===== src/shared/bifurcation_defines.svh =====
// constants for the graphics port bifurcation configuration block
`ifndef BIFURCATION_DEFINES_SVH
`define BIFURCATION_DEFINES_SVH
`define LANE_COUNT        16
`define HALF_LANES        8
`define PRI_FIRST_LANE    0
`define SEC_FIRST_LANE    8
`define SETTLE_COUNT      3'h4
`define STRAP_ASSERTED    1'h0
`define STRAP_DEASSERTED  1'h1
`define LANE_OWNER_NONE   2'h0
`define LANE_OWNER_PRI    2'h1
`define LANE_OWNER_SEC    2'h2
`endif


===== src/shared/bifurcation_pkg.sv =====
// types for the graphics port bifurcation configuration block
package bifurcation_pkg;
   typedef enum logic [1:0] {
      cfg_none_type_v,
      cfg_single16_type_v,
      cfg_dual8_type_v,
      cfg_secondary_only_type_v
   } port_cfg_type;
endpackage : bifurcation_pkg


===== src/verilog/strap_sync.sv =====
// three-stage strap synchroniser with agreement filter
`timescale 1ns/1ps
`include "bifurcation_defines.svh"
module strap_sync (
   // clock and reset
   input  wire logic clk_sys,
   input  wire logic rst,
   input  wire logic clk_en,
   // pin side
   input  wire logic pin_in,
   // filtered level
   output logic      level_ff
);
   logic s1_ff;
   logic s2_ff;
   logic s3_ff;
   wire  agree = (s2_ff == s3_ff);
   always_ff @(posedge clk_sys) begin
      if (rst) begin
         s1_ff    <= `STRAP_DEASSERTED;
         s2_ff    <= `STRAP_DEASSERTED;
         s3_ff    <= `STRAP_DEASSERTED;
         level_ff <= `STRAP_DEASSERTED;
      end else if (clk_en) begin
         s1_ff <= pin_in;
         s2_ff <= s1_ff;
         s3_ff <= s2_ff;
         if (agree) begin
            level_ff <= s3_ff;
         end
      end
   end
endmodule : strap_sync


===== src/verilog/graphics_port_bifurcation_config.sv =====
// strap-driven lane and port-function configuration for the graphics ports
`timescale 1ns/1ps
`include "bifurcation_defines.svh"
module graphics_port_bifurcation_config #(
   parameter int LANES = `LANE_COUNT
) (
   // clock, reset, enable
   input  wire logic                clk_sys,
   input  wire logic                rst,
   input  wire logic                clk_en,
   // board straps
   input  wire logic                dual_port_enable_strap_n,
   input  wire logic                primary_slot_present_strap_n,
   input  wire logic                lane_reversal_strap,
   // firmware enable controls
   input  wire logic                pri_fn_enable,
   input  wire logic                sec_fn_enable_wr,
   input  wire logic                sec_fn_enable_wdata,
   // configuration status
   output logic                     straps_valid_ff,
   output logic [1:0]               port_cfg_ff,
   output logic                     unsupported_cfg_ff,
   output logic                     sec_fn_enable_ff,
   // link control for each bridge function
   output logic                     pri_link_train_en_ff,
   output logic                     sec_link_train_en_ff,
   output logic                     pri_clk_run_ff,
   output logic                     sec_clk_run_ff,
   output logic [LANES-1:0]         pri_lane_mask_ff,
   output logic [LANES-1:0]         sec_lane_mask_ff,
   output logic [LANES*4-1:0]       phys_to_logical_ff,
   output logic [LANES*2-1:0]       phys_owner_ff
);
   // filtered strap levels
   logic dual_lvl;
   logic pri_lvl;
   logic rev_lvl;

   strap_sync u_sync_dual (
      .clk_sys  (clk_sys),
      .rst      (rst),
      .clk_en   (clk_en),
      .pin_in   (dual_port_enable_strap_n),
      .level_ff (dual_lvl)
   );
   strap_sync u_sync_pri (
      .clk_sys  (clk_sys),
      .rst      (rst),
      .clk_en   (clk_en),
      .pin_in   (primary_slot_present_strap_n),
      .level_ff (pri_lvl)
   );
   strap_sync u_sync_rev (
      .clk_sys  (clk_sys),
      .rst      (rst),
      .clk_en   (clk_en),
      .pin_in   (lane_reversal_strap),
      .level_ff (rev_lvl)
   );

   // latch straps once after the synchroniser has settled
   logic [2:0] settle_ff;
   logic       dual_n_ff;
   logic       pri_n_ff;
   logic       rev_ff;
   wire        settled = (settle_ff == `SETTLE_COUNT);
   wire        capture = settled && !straps_valid_ff;
   wire [2:0]  nxt_settle = settle_ff + 3'h1;

   // settle counter stops once it reaches its limit
   always_ff @(posedge clk_sys) begin
      if (rst) begin
         settle_ff <= 3'h0;
      end else if (clk_en && !settled) begin
         settle_ff <= nxt_settle;
      end
   end

   // straps are taken once; later changes, such as a card pulled live, are ignored
   always_ff @(posedge clk_sys) begin
      if (rst) begin
         straps_valid_ff <= 1'h0;
         dual_n_ff       <= `STRAP_DEASSERTED;
         pri_n_ff        <= `STRAP_DEASSERTED;
         rev_ff          <= 1'h0;
      end else if (clk_en && capture) begin
         dual_n_ff       <= dual_lvl;
         pri_n_ff        <= pri_lvl;
         rev_ff          <= rev_lvl;
         straps_valid_ff <= 1'h1;
      end
   end

   // strap decode, low means card present
   wire dual_present = (dual_n_ff == `STRAP_ASSERTED);
   wire pri_present  = (pri_n_ff == `STRAP_ASSERTED);
   wire is_dual      = dual_present && pri_present;
   wire is_single16  = !dual_present && pri_present;
   wire is_sec_only  = dual_present && !pri_present;
   wire is_none      = !dual_present && !pri_present;

   bifurcation_pkg::port_cfg_type cfg_sel;
   assign cfg_sel = is_dual     ? bifurcation_pkg::cfg_dual8_type_v :
                    is_single16 ? bifurcation_pkg::cfg_single16_type_v :
                    is_sec_only ? bifurcation_pkg::cfg_secondary_only_type_v :
                                  bifurcation_pkg::cfg_none_type_v;

   // secondary enable bit: strap default, then firmware writable
   // at capture the latched copy still holds its reset value, so read the filtered level
   wire nxt_sec_en = capture ? (dual_lvl == `STRAP_ASSERTED) :
                     (sec_fn_enable_wr && straps_valid_ff) ? sec_fn_enable_wdata :
                     sec_fn_enable_ff;

   // link training permission per function
   wire pri_train = straps_valid_ff && pri_fn_enable && (is_dual || is_single16);
   wire sec_train = straps_valid_ff && sec_fn_enable_ff && (is_dual || is_sec_only);

   // logical lane ownership before reversal
   logic [LANES-1:0]   pri_logical;
   logic [LANES-1:0]   sec_logical;
   // next values and reset image of the per-lane outputs
   logic [LANES-1:0]   nxt_pri_mask;
   logic [LANES-1:0]   nxt_sec_mask;
   logic [LANES*4-1:0] nxt_phys_to_logical;
   logic [LANES*2-1:0] nxt_phys_owner;
   logic [LANES*4-1:0] identity_map;
   genvar g;
   generate
      for (g = 0; g < LANES; g++) begin : g_lane
         localparam logic [3:0] LOG_IDX = 4'(g);
         localparam logic [3:0] REV_IDX = 4'(LANES - 1 - g);
         wire lower = (g < `SEC_FIRST_LANE);
         assign pri_logical[g] = pri_train && (is_single16 || lower);
         assign sec_logical[g] = sec_train && !lower;
         // physical lane g carries logical lane REV_IDX under reversal
         wire [3:0] map_idx = rev_ff ? REV_IDX : LOG_IDX;
         // owner is looked up by logical lane, so control moves with the lanes
         wire own_pri = pri_logical[map_idx];
         wire own_sec = sec_logical[map_idx];
         wire [1:0] owner = own_pri ? `LANE_OWNER_PRI :
                            own_sec ? `LANE_OWNER_SEC : `LANE_OWNER_NONE;
         assign identity_map[g*4 +: 4]        = LOG_IDX;
         assign nxt_phys_to_logical[g*4 +: 4] = map_idx;
         assign nxt_phys_owner[g*2 +: 2]      = owner;
         assign nxt_pri_mask[g]               = own_pri;
         assign nxt_sec_mask[g]               = own_sec;
      end
   endgenerate

   // per-lane outputs, all lanes in one register stage
   always_ff @(posedge clk_sys) begin
      if (rst) begin
         phys_to_logical_ff <= identity_map;
         phys_owner_ff      <= '0;
         pri_lane_mask_ff   <= '0;
         sec_lane_mask_ff   <= '0;
      end else if (clk_en) begin
         phys_to_logical_ff <= nxt_phys_to_logical;
         phys_owner_ff      <= nxt_phys_owner;
         pri_lane_mask_ff   <= nxt_pri_mask;
         sec_lane_mask_ff   <= nxt_sec_mask;
      end
   end

   // next values of the status and control registers, one bridge function per link
   bifurcation_pkg::port_cfg_type nxt_port_cfg;
   assign nxt_port_cfg = straps_valid_ff ? cfg_sel : bifurcation_pkg::cfg_none_type_v;
   wire nxt_unsupported = straps_valid_ff && is_sec_only;
   // primary clock follows its function enable, and stops when firmware clears it
   wire nxt_pri_clk     = pri_fn_enable;

   // configuration status
   always_ff @(posedge clk_sys) begin
      if (rst) begin
         port_cfg_ff        <= bifurcation_pkg::cfg_none_type_v;
         unsupported_cfg_ff <= 1'h0;
         sec_fn_enable_ff   <= 1'h0;
      end else if (clk_en) begin
         port_cfg_ff        <= nxt_port_cfg;
         unsupported_cfg_ff <= nxt_unsupported;
         sec_fn_enable_ff   <= nxt_sec_en;
      end
   end

   // link training permission for each bridge function
   always_ff @(posedge clk_sys) begin
      if (rst) begin
         pri_link_train_en_ff <= 1'h0;
         sec_link_train_en_ff <= 1'h0;
      end else if (clk_en) begin
         pri_link_train_en_ff <= pri_train;
         sec_link_train_en_ff <= sec_train;
      end
   end

   // clock run controls; the secondary clock is gated off together with its enable bit
   always_ff @(posedge clk_sys) begin
      if (rst) begin
         pri_clk_run_ff <= 1'h0;
         sec_clk_run_ff <= 1'h0;
      end else if (clk_en) begin
         pri_clk_run_ff <= nxt_pri_clk;
         sec_clk_run_ff <= nxt_sec_en;
      end
   end
endmodule : graphics_port_bifurcation_config


===== config.mk =====
export PLATFORM = sky130hd
export DESIGN_NAME = graphics_port_bifurcation_config
export DESIGN_NICKNAME = d
export VERILOG_FILES = /design/src/shared/bifurcation_pkg.sv /design/src/verilog/strap_sync.sv /design/src/verilog/graphics_port_bifurcation_config.sv
export VERILOG_INCLUDE_DIRS = /design/src /design/src/shared
export SDC_FILE = /design/constraint.sdc
export NUM_CORES = 1
export LEC_CHECK = 0
export ABC_AREA = 1
export BUFFER_PORTS_ARGS = -buffer_cell sky130_fd_sc_hd__buf_2
export CAP_MARGIN = 20
export CORE_UTILIZATION = 39
export DETAILED_ROUTE_END_ITERATION = 8
export GPL_TIMING_DRIVEN = 0
export HOLD_SLACK_MARGIN = 0.03
export PLACE_DENSITY_LB_ADDON = 0.25
export SYNTH_ARGS = -nofsm -noshare
export SYNTH_HDL_FRONTEND = slang
export SYNTH_SLANG_ARGS = --single-unit

===== constraint.sdc =====
create_clock -name clk_sys -period 1.25 [get_ports clk_sys]
set_clock_uncertainty 0.05 [all_clocks]
set_input_delay 0.25 -clock clk_sys [delete_from_list [all_inputs] [get_ports clk_sys]]
set_output_delay 0.25 -clock clk_sys [all_outputs]
set_load 0.05 [all_outputs]

==> results by group, run 1 <==
Yosys
  • Synth area leaders: buf_4 40%, dfxtp_1 30%, nand2_1 7.2%
  • Cells after Synth: 293
  • Syn nets: 307
  • Share of the yosys chip area belonging to registers: 0.302
  • Ys Warns: 0
  • Post-synthesis instance area: about 0.0023 sq mm
  • Adder-Cell Fraction of Synth Area: 0.0277
  • Post-synthesis mux area share: 0
  • Main combinational cell family by area after synthesis: buffers and inverters
  • #FFs+latches synth: 34
  • Cell taking the most area after synthesis: buf_4
  • Post-synth top area share: 0.403
  • Simple-gate share of the synthesized area: 0.143
  • Compound-Gate Fraction of Synth Area: 0.0826
  • Synth Area in XOR/XNOR: 0.00388
  • Mapped Avg Cell Area: 7.70 sq um
  • Unique masters post-synth: 16

Run status
  • Fail Step: global routing
  • Tool error: [ERROR GRT-0232] Routing congestion too high. Check the congestion heatmap in the GUI.
  • Status: stopped before the end

Die
  • I/O Pins: ~150
  • Die width: between 70 and 80 um
  • Cell Rows: 27
  • Starting Density: 0.407
  • Chip height: around 80 um

CTS
  • TritonCTS buffer count: 5
  • TritonCTS Sinks: 34
  • CTS Hold Bufs: 0
  • H-tree depth: 2
  • Root buffer cell: clkbuf_8
  • CTS max path bufs: 2

Global route
  • Overflow after GRT: 130
  • GRT Total Usage: 0.768
  • Largest net degree at the start of global routing: 18
  • Initial antenna violation count: 2

Place
  • Hpwl dp: 3.88 mm
  • Placement Setup Slack: -0.120 ns
  • Placed Cells: 510
  • Gp weighted congestion: 0.762
  • PortBufs: 145

STA
  • Worst EP post-GRT repair: phys_to_logical_ff[23]
  • Worst ep type: output port
## kinds of logic after synthesis
| kind of cell | count (synthesis) |
|---|---|
| buffers and inverters | 144 |
| adders and majority gates | 5 |
| DFF | 34 |
| and+or+nand+nor | 74 |
| AOI/OAI and AO/OA | 35 |
| xor gates and xnor gates | 1 |
## synthesized netlist by cell type, drive strengths merged
master and n:
nor2 14, nor3 2, a21oi 16, ha 5, nand2 43, a2bb2oi 1
dfxtp 34, inv 15, o211ai 3, buf 121, nand3 15, clkbuf 8
o21ai 15, xor2 1
## stage by stage
| step | utilization | hold WS, ns | setup TNS (ns) | instance area [sq um] |
|---|---|---|---|---|
| CTS | 0.826 | 0.120 | -11.67 | 4580 |
| detailed placement | 0.560 | 0.395 | -0.580 | 3100 |
| global placement | 0.560 | 0.389 | -0.215 | 3100 |
| floorplan | - | 0.300 | 0 | 2280 |
## routing by layer
layer / GRT overflow / track usage
met5: 0 / 0.0273
met4: 61 / 0.920
met3: 0 / 0.491
met2: 69 / 0.992
met1: 0 / 0.755
## timing repair
action | in CTS
gates resized for setup | 366
buffers inserted | 13
endpoints found under the setup margin | 140
cloned | 1
pin swaps | 7
==> run 2, diff against run 1 <==
--- a/config.mk
+++ b/config.mk
@@ -9,11 +9,10 @@
 export ABC_AREA = 1
 export BUFFER_PORTS_ARGS = -buffer_cell sky130_fd_sc_hd__buf_2
 export CAP_MARGIN = 20
-export CORE_UTILIZATION = 39
+export CORE_UTILIZATION = 30
 export DETAILED_ROUTE_END_ITERATION = 8
 export GPL_TIMING_DRIVEN = 0
-export HOLD_SLACK_MARGIN = 0.03
-export PLACE_DENSITY_LB_ADDON = 0.25
+export PLACE_DENSITY_LB_ADDON = 0.15
 export SYNTH_ARGS = -nofsm -noshare
 export SYNTH_HDL_FRONTEND = slang
 export SYNTH_SLANG_ARGS = --single-unit
==> constraint.sdc (replaced) <==
create_clock -name clk_sys -period 1.6 [get_ports clk_sys]
set_clock_uncertainty 0.05 [all_clocks]
set_input_delay 0.32 -clock clk_sys [delete_from_list [all_inputs] [get_ports clk_sys]]
set_output_delay 0.32 -clock clk_sys [all_outputs]
set_load 0.05 [all_outputs]
==> results by group, run 2 <==
Yosys
  • Post-synthesis instance area: 0.00226 sq mm (unchanged)
  • Most used DFF post-synth: dfxtp_1
  • Mapped Avg Cell Area: 7.70 sq um (unchanged)
  • Post-synth top area share: 0.403 (unchanged)
  • Count leader, synth: buf_4
  • Most frequent cells after synthesis: 121 x buf_4, 43 x nand2_1, 34 x dfxtp_1
  • Post-synth EDFFs: 0 (unchanged)
  • Cell taking the most area after synthesis: buf_4
  • Unique masters post-synth: 16 (unchanged)
  • Share of the yosys chip area belonging to registers: 0.302 (unchanged)
  • Ys Warns: 0 (unchanged)
  • #FFs+latches synth: 34 (unchanged)
  • Asr flop ratio synth: 0 (unchanged)
  • Synth area leaders: buf_4 40%, dfxtp_1 30%, nand2_1 7.2%
  • Syn nets: 307 (unchanged)
  • Cells after Synth: 293 (unchanged)

Critical path
  • Worst R2R Start: settle_ff[0]$_SDFFE_PP0P_
  • CP startpoint kind: register
  • R2R Setup Slk: 0.19 ns
  • CP arrival: ~1.2 ns
  • Crit path largest cell delay: 0.36 ns
  • CP max-delay cell: dfxtp_4
  • Crit path cell chain: buf_6 -> buf_4 -> buf_2
  • Crit Path Class: register to output pin
  • RR Endpoint: settle_ff[2]$_SDFFE_PP0P_
  • Max FO, Critical Path: 16
  • Critical path required time: 1.23 ns
  • R2r worst-path depth: 8
  • Crit. End Element: output pin

Drt
  • Final ANT Viol Nets: 0
  • Routed WL: around 5 mm
  • DRT iter0 DRCs: 45
  • Via/cell ratio: 3.81
  • Vias: 2098
  • Wire per inst: 9.28 um
  • Iteration count of the initial detailed-routing pass: 4
  • DRC: 0

Die
  • Chip height: 88.7 um (+14%)
  • Core Area: 0.00725 sq mm
  • Area of the die: 0.00787 sq mm
  • Die width: 88.7 um (+14%)
  • Starting Density: 0.311 (-0.0962)
  • I/O Pins: 146 (unchanged)
  • Cell Rows: 31 (+15%)

CTS
  • CTS max path bufs: 2 (unchanged)
  • TritonCTS buffer count: 5 (unchanged)
  • Root buffer cell: clkbuf_8
  • TritonCTS Sinks: 34 (unchanged)
  • H-tree depth: 2 (unchanged)
  • Clock-pin slew on the worst setup and hold paths: 0.07 ns
  • TritonCTS clock tree: built
  • Later-pin clock latency in the skew report: 0.28 ns

STA
  • Pins Over Slew Limit: 0
  • RSZ-0062 raised after global routing: no
  • Fmax achieved: 652 MHz
  • Post-layout min period: between 1.5 and 2 ns
  • Fin. Hold Viols: 0
  • Worst slew pin tran: roughly 0.54 ns
  • Final setup vio count: 0
  • Slew margin rel.: 0.640
  • Fin crit share: 0.958
  • TNS Setup: 0 ns

Pwr
  • Power Density: 596 mW/mm^2
  • Sw Share: 0.313
  • Power share of the sequential group: 0.460
  • Pleak: 0.00198 uW
  • Combinational share of power: 0.210
  • Clock power share: 0.330
  • Total Power: a little under 2000 uW
  • Internal: between 1000 and 1500 uW
  • Switching power total: 611 uW
  • VDD IR-drop max: roughly 0.63 mV

Final layout
  • Biggest regs: phys_owner_ff (4), settle_ff (3)
  • Most frequent cells in the layout: 143 x buf_2, 125 x buf_4, 43 x nand2_1
  • Synthesis-to-finish area growth: 45.3%
  • N_diodes: 0
  • Largest register FFs: 4
  • Most common cell after layout, fill and taps aside: buf_2
  • Share of cells above drive strength 1: 0.641
  • Post-layout util: 0.452
  • Final instance area: 0.00328 sq mm
  • Filler Cell Count: 760
  • Nets@finish: 464
  • Biggest register: phys_owner_ff

Run
  • Max-cap violations: 0

Global route
  • Overflow after GRT: 0
  • Global-route wire length before repair: 7.41 mm
  • GRT Total Usage: 0.121
  • Largest net degree at the start of global routing: 18
  • Initial antenna violation count: 0
  • Vias in the first global route: 1576

Min path
  • Worst hold path depth: 3
  • WHS Endpoint: u_sync_dual.s1_ff$_SDFFE_PP1P_
  • Hold path startpoint: dual_port_enable_strap_n
  • Worst hold path type: input pin to register

Place
  • Hpwl dp: 3.88 mm (-0.16%)
  • Placed Area: 0.00311 sq mm (+0.24%)
  • Gp weighted congestion: 0.725 (-4.8%)
  • PortBufs: 145 (unchanged)

Run status
  • Status: completed
[run 2: cell counts after synthesis]
No cell type changed its count.
[run 2: metrics by stage]
step                worst slack (ns)  hold slack, ns  std cells
floorplan                     0.0474           0.370        293
global placement               0.140           0.389        537
detailed placement             0.107           0.393        537
CTS                           0.0217           0.190        550
global route                 0.00137           0.198        550
finish                        0.0665           0.197        550
[run 2: kinds of logic after synthesis]
group / synth area share
buffers and inverters: 0.441
AO/OA/AOI/OAI: 0.0826
XOR/XNOR: 0.00388
AND/OR/NAND/NOR: 0.143
flip-flops: 0.302
adder cells (fa/ha/maj): 0.0277
[run 2: area by class of cell]
cell class	instances	area, sq um	area share
Buffer	129	940	0.287
Timing Repair Buffer	150	788	0.240
Sequential cell	34	699	0.213
Multi-Input combinational cell	115	579	0.177
Tap cell	99	124	0.0378
Clock buffer	7	86.3	0.0263
Inverter	15	56.3	0.0172
Clock inverter	1	5.00	0.00153
[run 2: power groups by stage]
stage | Combinational [uW] | Clock, uW | Sequential [uW]
final | 410 | 645 | 899
after floorplan | 305 | 0 | 940
after global routing | 441 | 708 | 903
after global placement | 408 | 0 | 923
after CTS | 414 | 670 | 900
after detailed placement | 411 | 0 | 925
[run 2: repair_timing]
action,in CTS,in global routing
hold buffers,0,0
gates cloned,0,0
setup buffers,5,0
endpoints found under the hold margin,0,0
gates resized for setup,9,4
setup endpoints to repair,96,24
[run 2: worst max-delay path by stage]
stage	from	to
after CTS	phys_owner_ff[26]$_SDFFE_PP0P_	phys_owner_ff[24]
after global placement	phys_to_logical_ff[56]$_SDFFE_PP0P_	phys_to_logical_ff[7]
after global routing	phys_owner_ff[13]$_SDFFE_PP0P_	phys_owner_ff[7]
final	phys_to_logical_ff[56]$_SDFFE_PP0P_	phys_to_logical_ff[3]
after detailed placement	phys_owner_ff[14]$_SDFFE_PP0P_	phys_owner_ff[10]
after floorplan	straps_valid_ff$_SDFFE_PP0P_	phys_owner_ff[13]$_SDFFE_PP0P_
[run 2: metal layers]
| metal | track usage | up-vias | wire [um] |
|---|---|---|---|
| li1 | - | 1121 | - |
| met1 | 0.142 | 886 | 2230 |
| met2 | 0.215 | 85 | 2450 |
| met3 | 0.0215 | 6 | 354 |
| met4 | 0.0499 | 0 | 71 |
| met5 | 0 | - | 0 |
[run 2: worst max-delay path: cells and delay by family (launching register included)]
kind,cells,cell delay [ns]
buffers and inverters,3,0.53
DFF,1,0.36
Power figures use the tool's default switching activity.
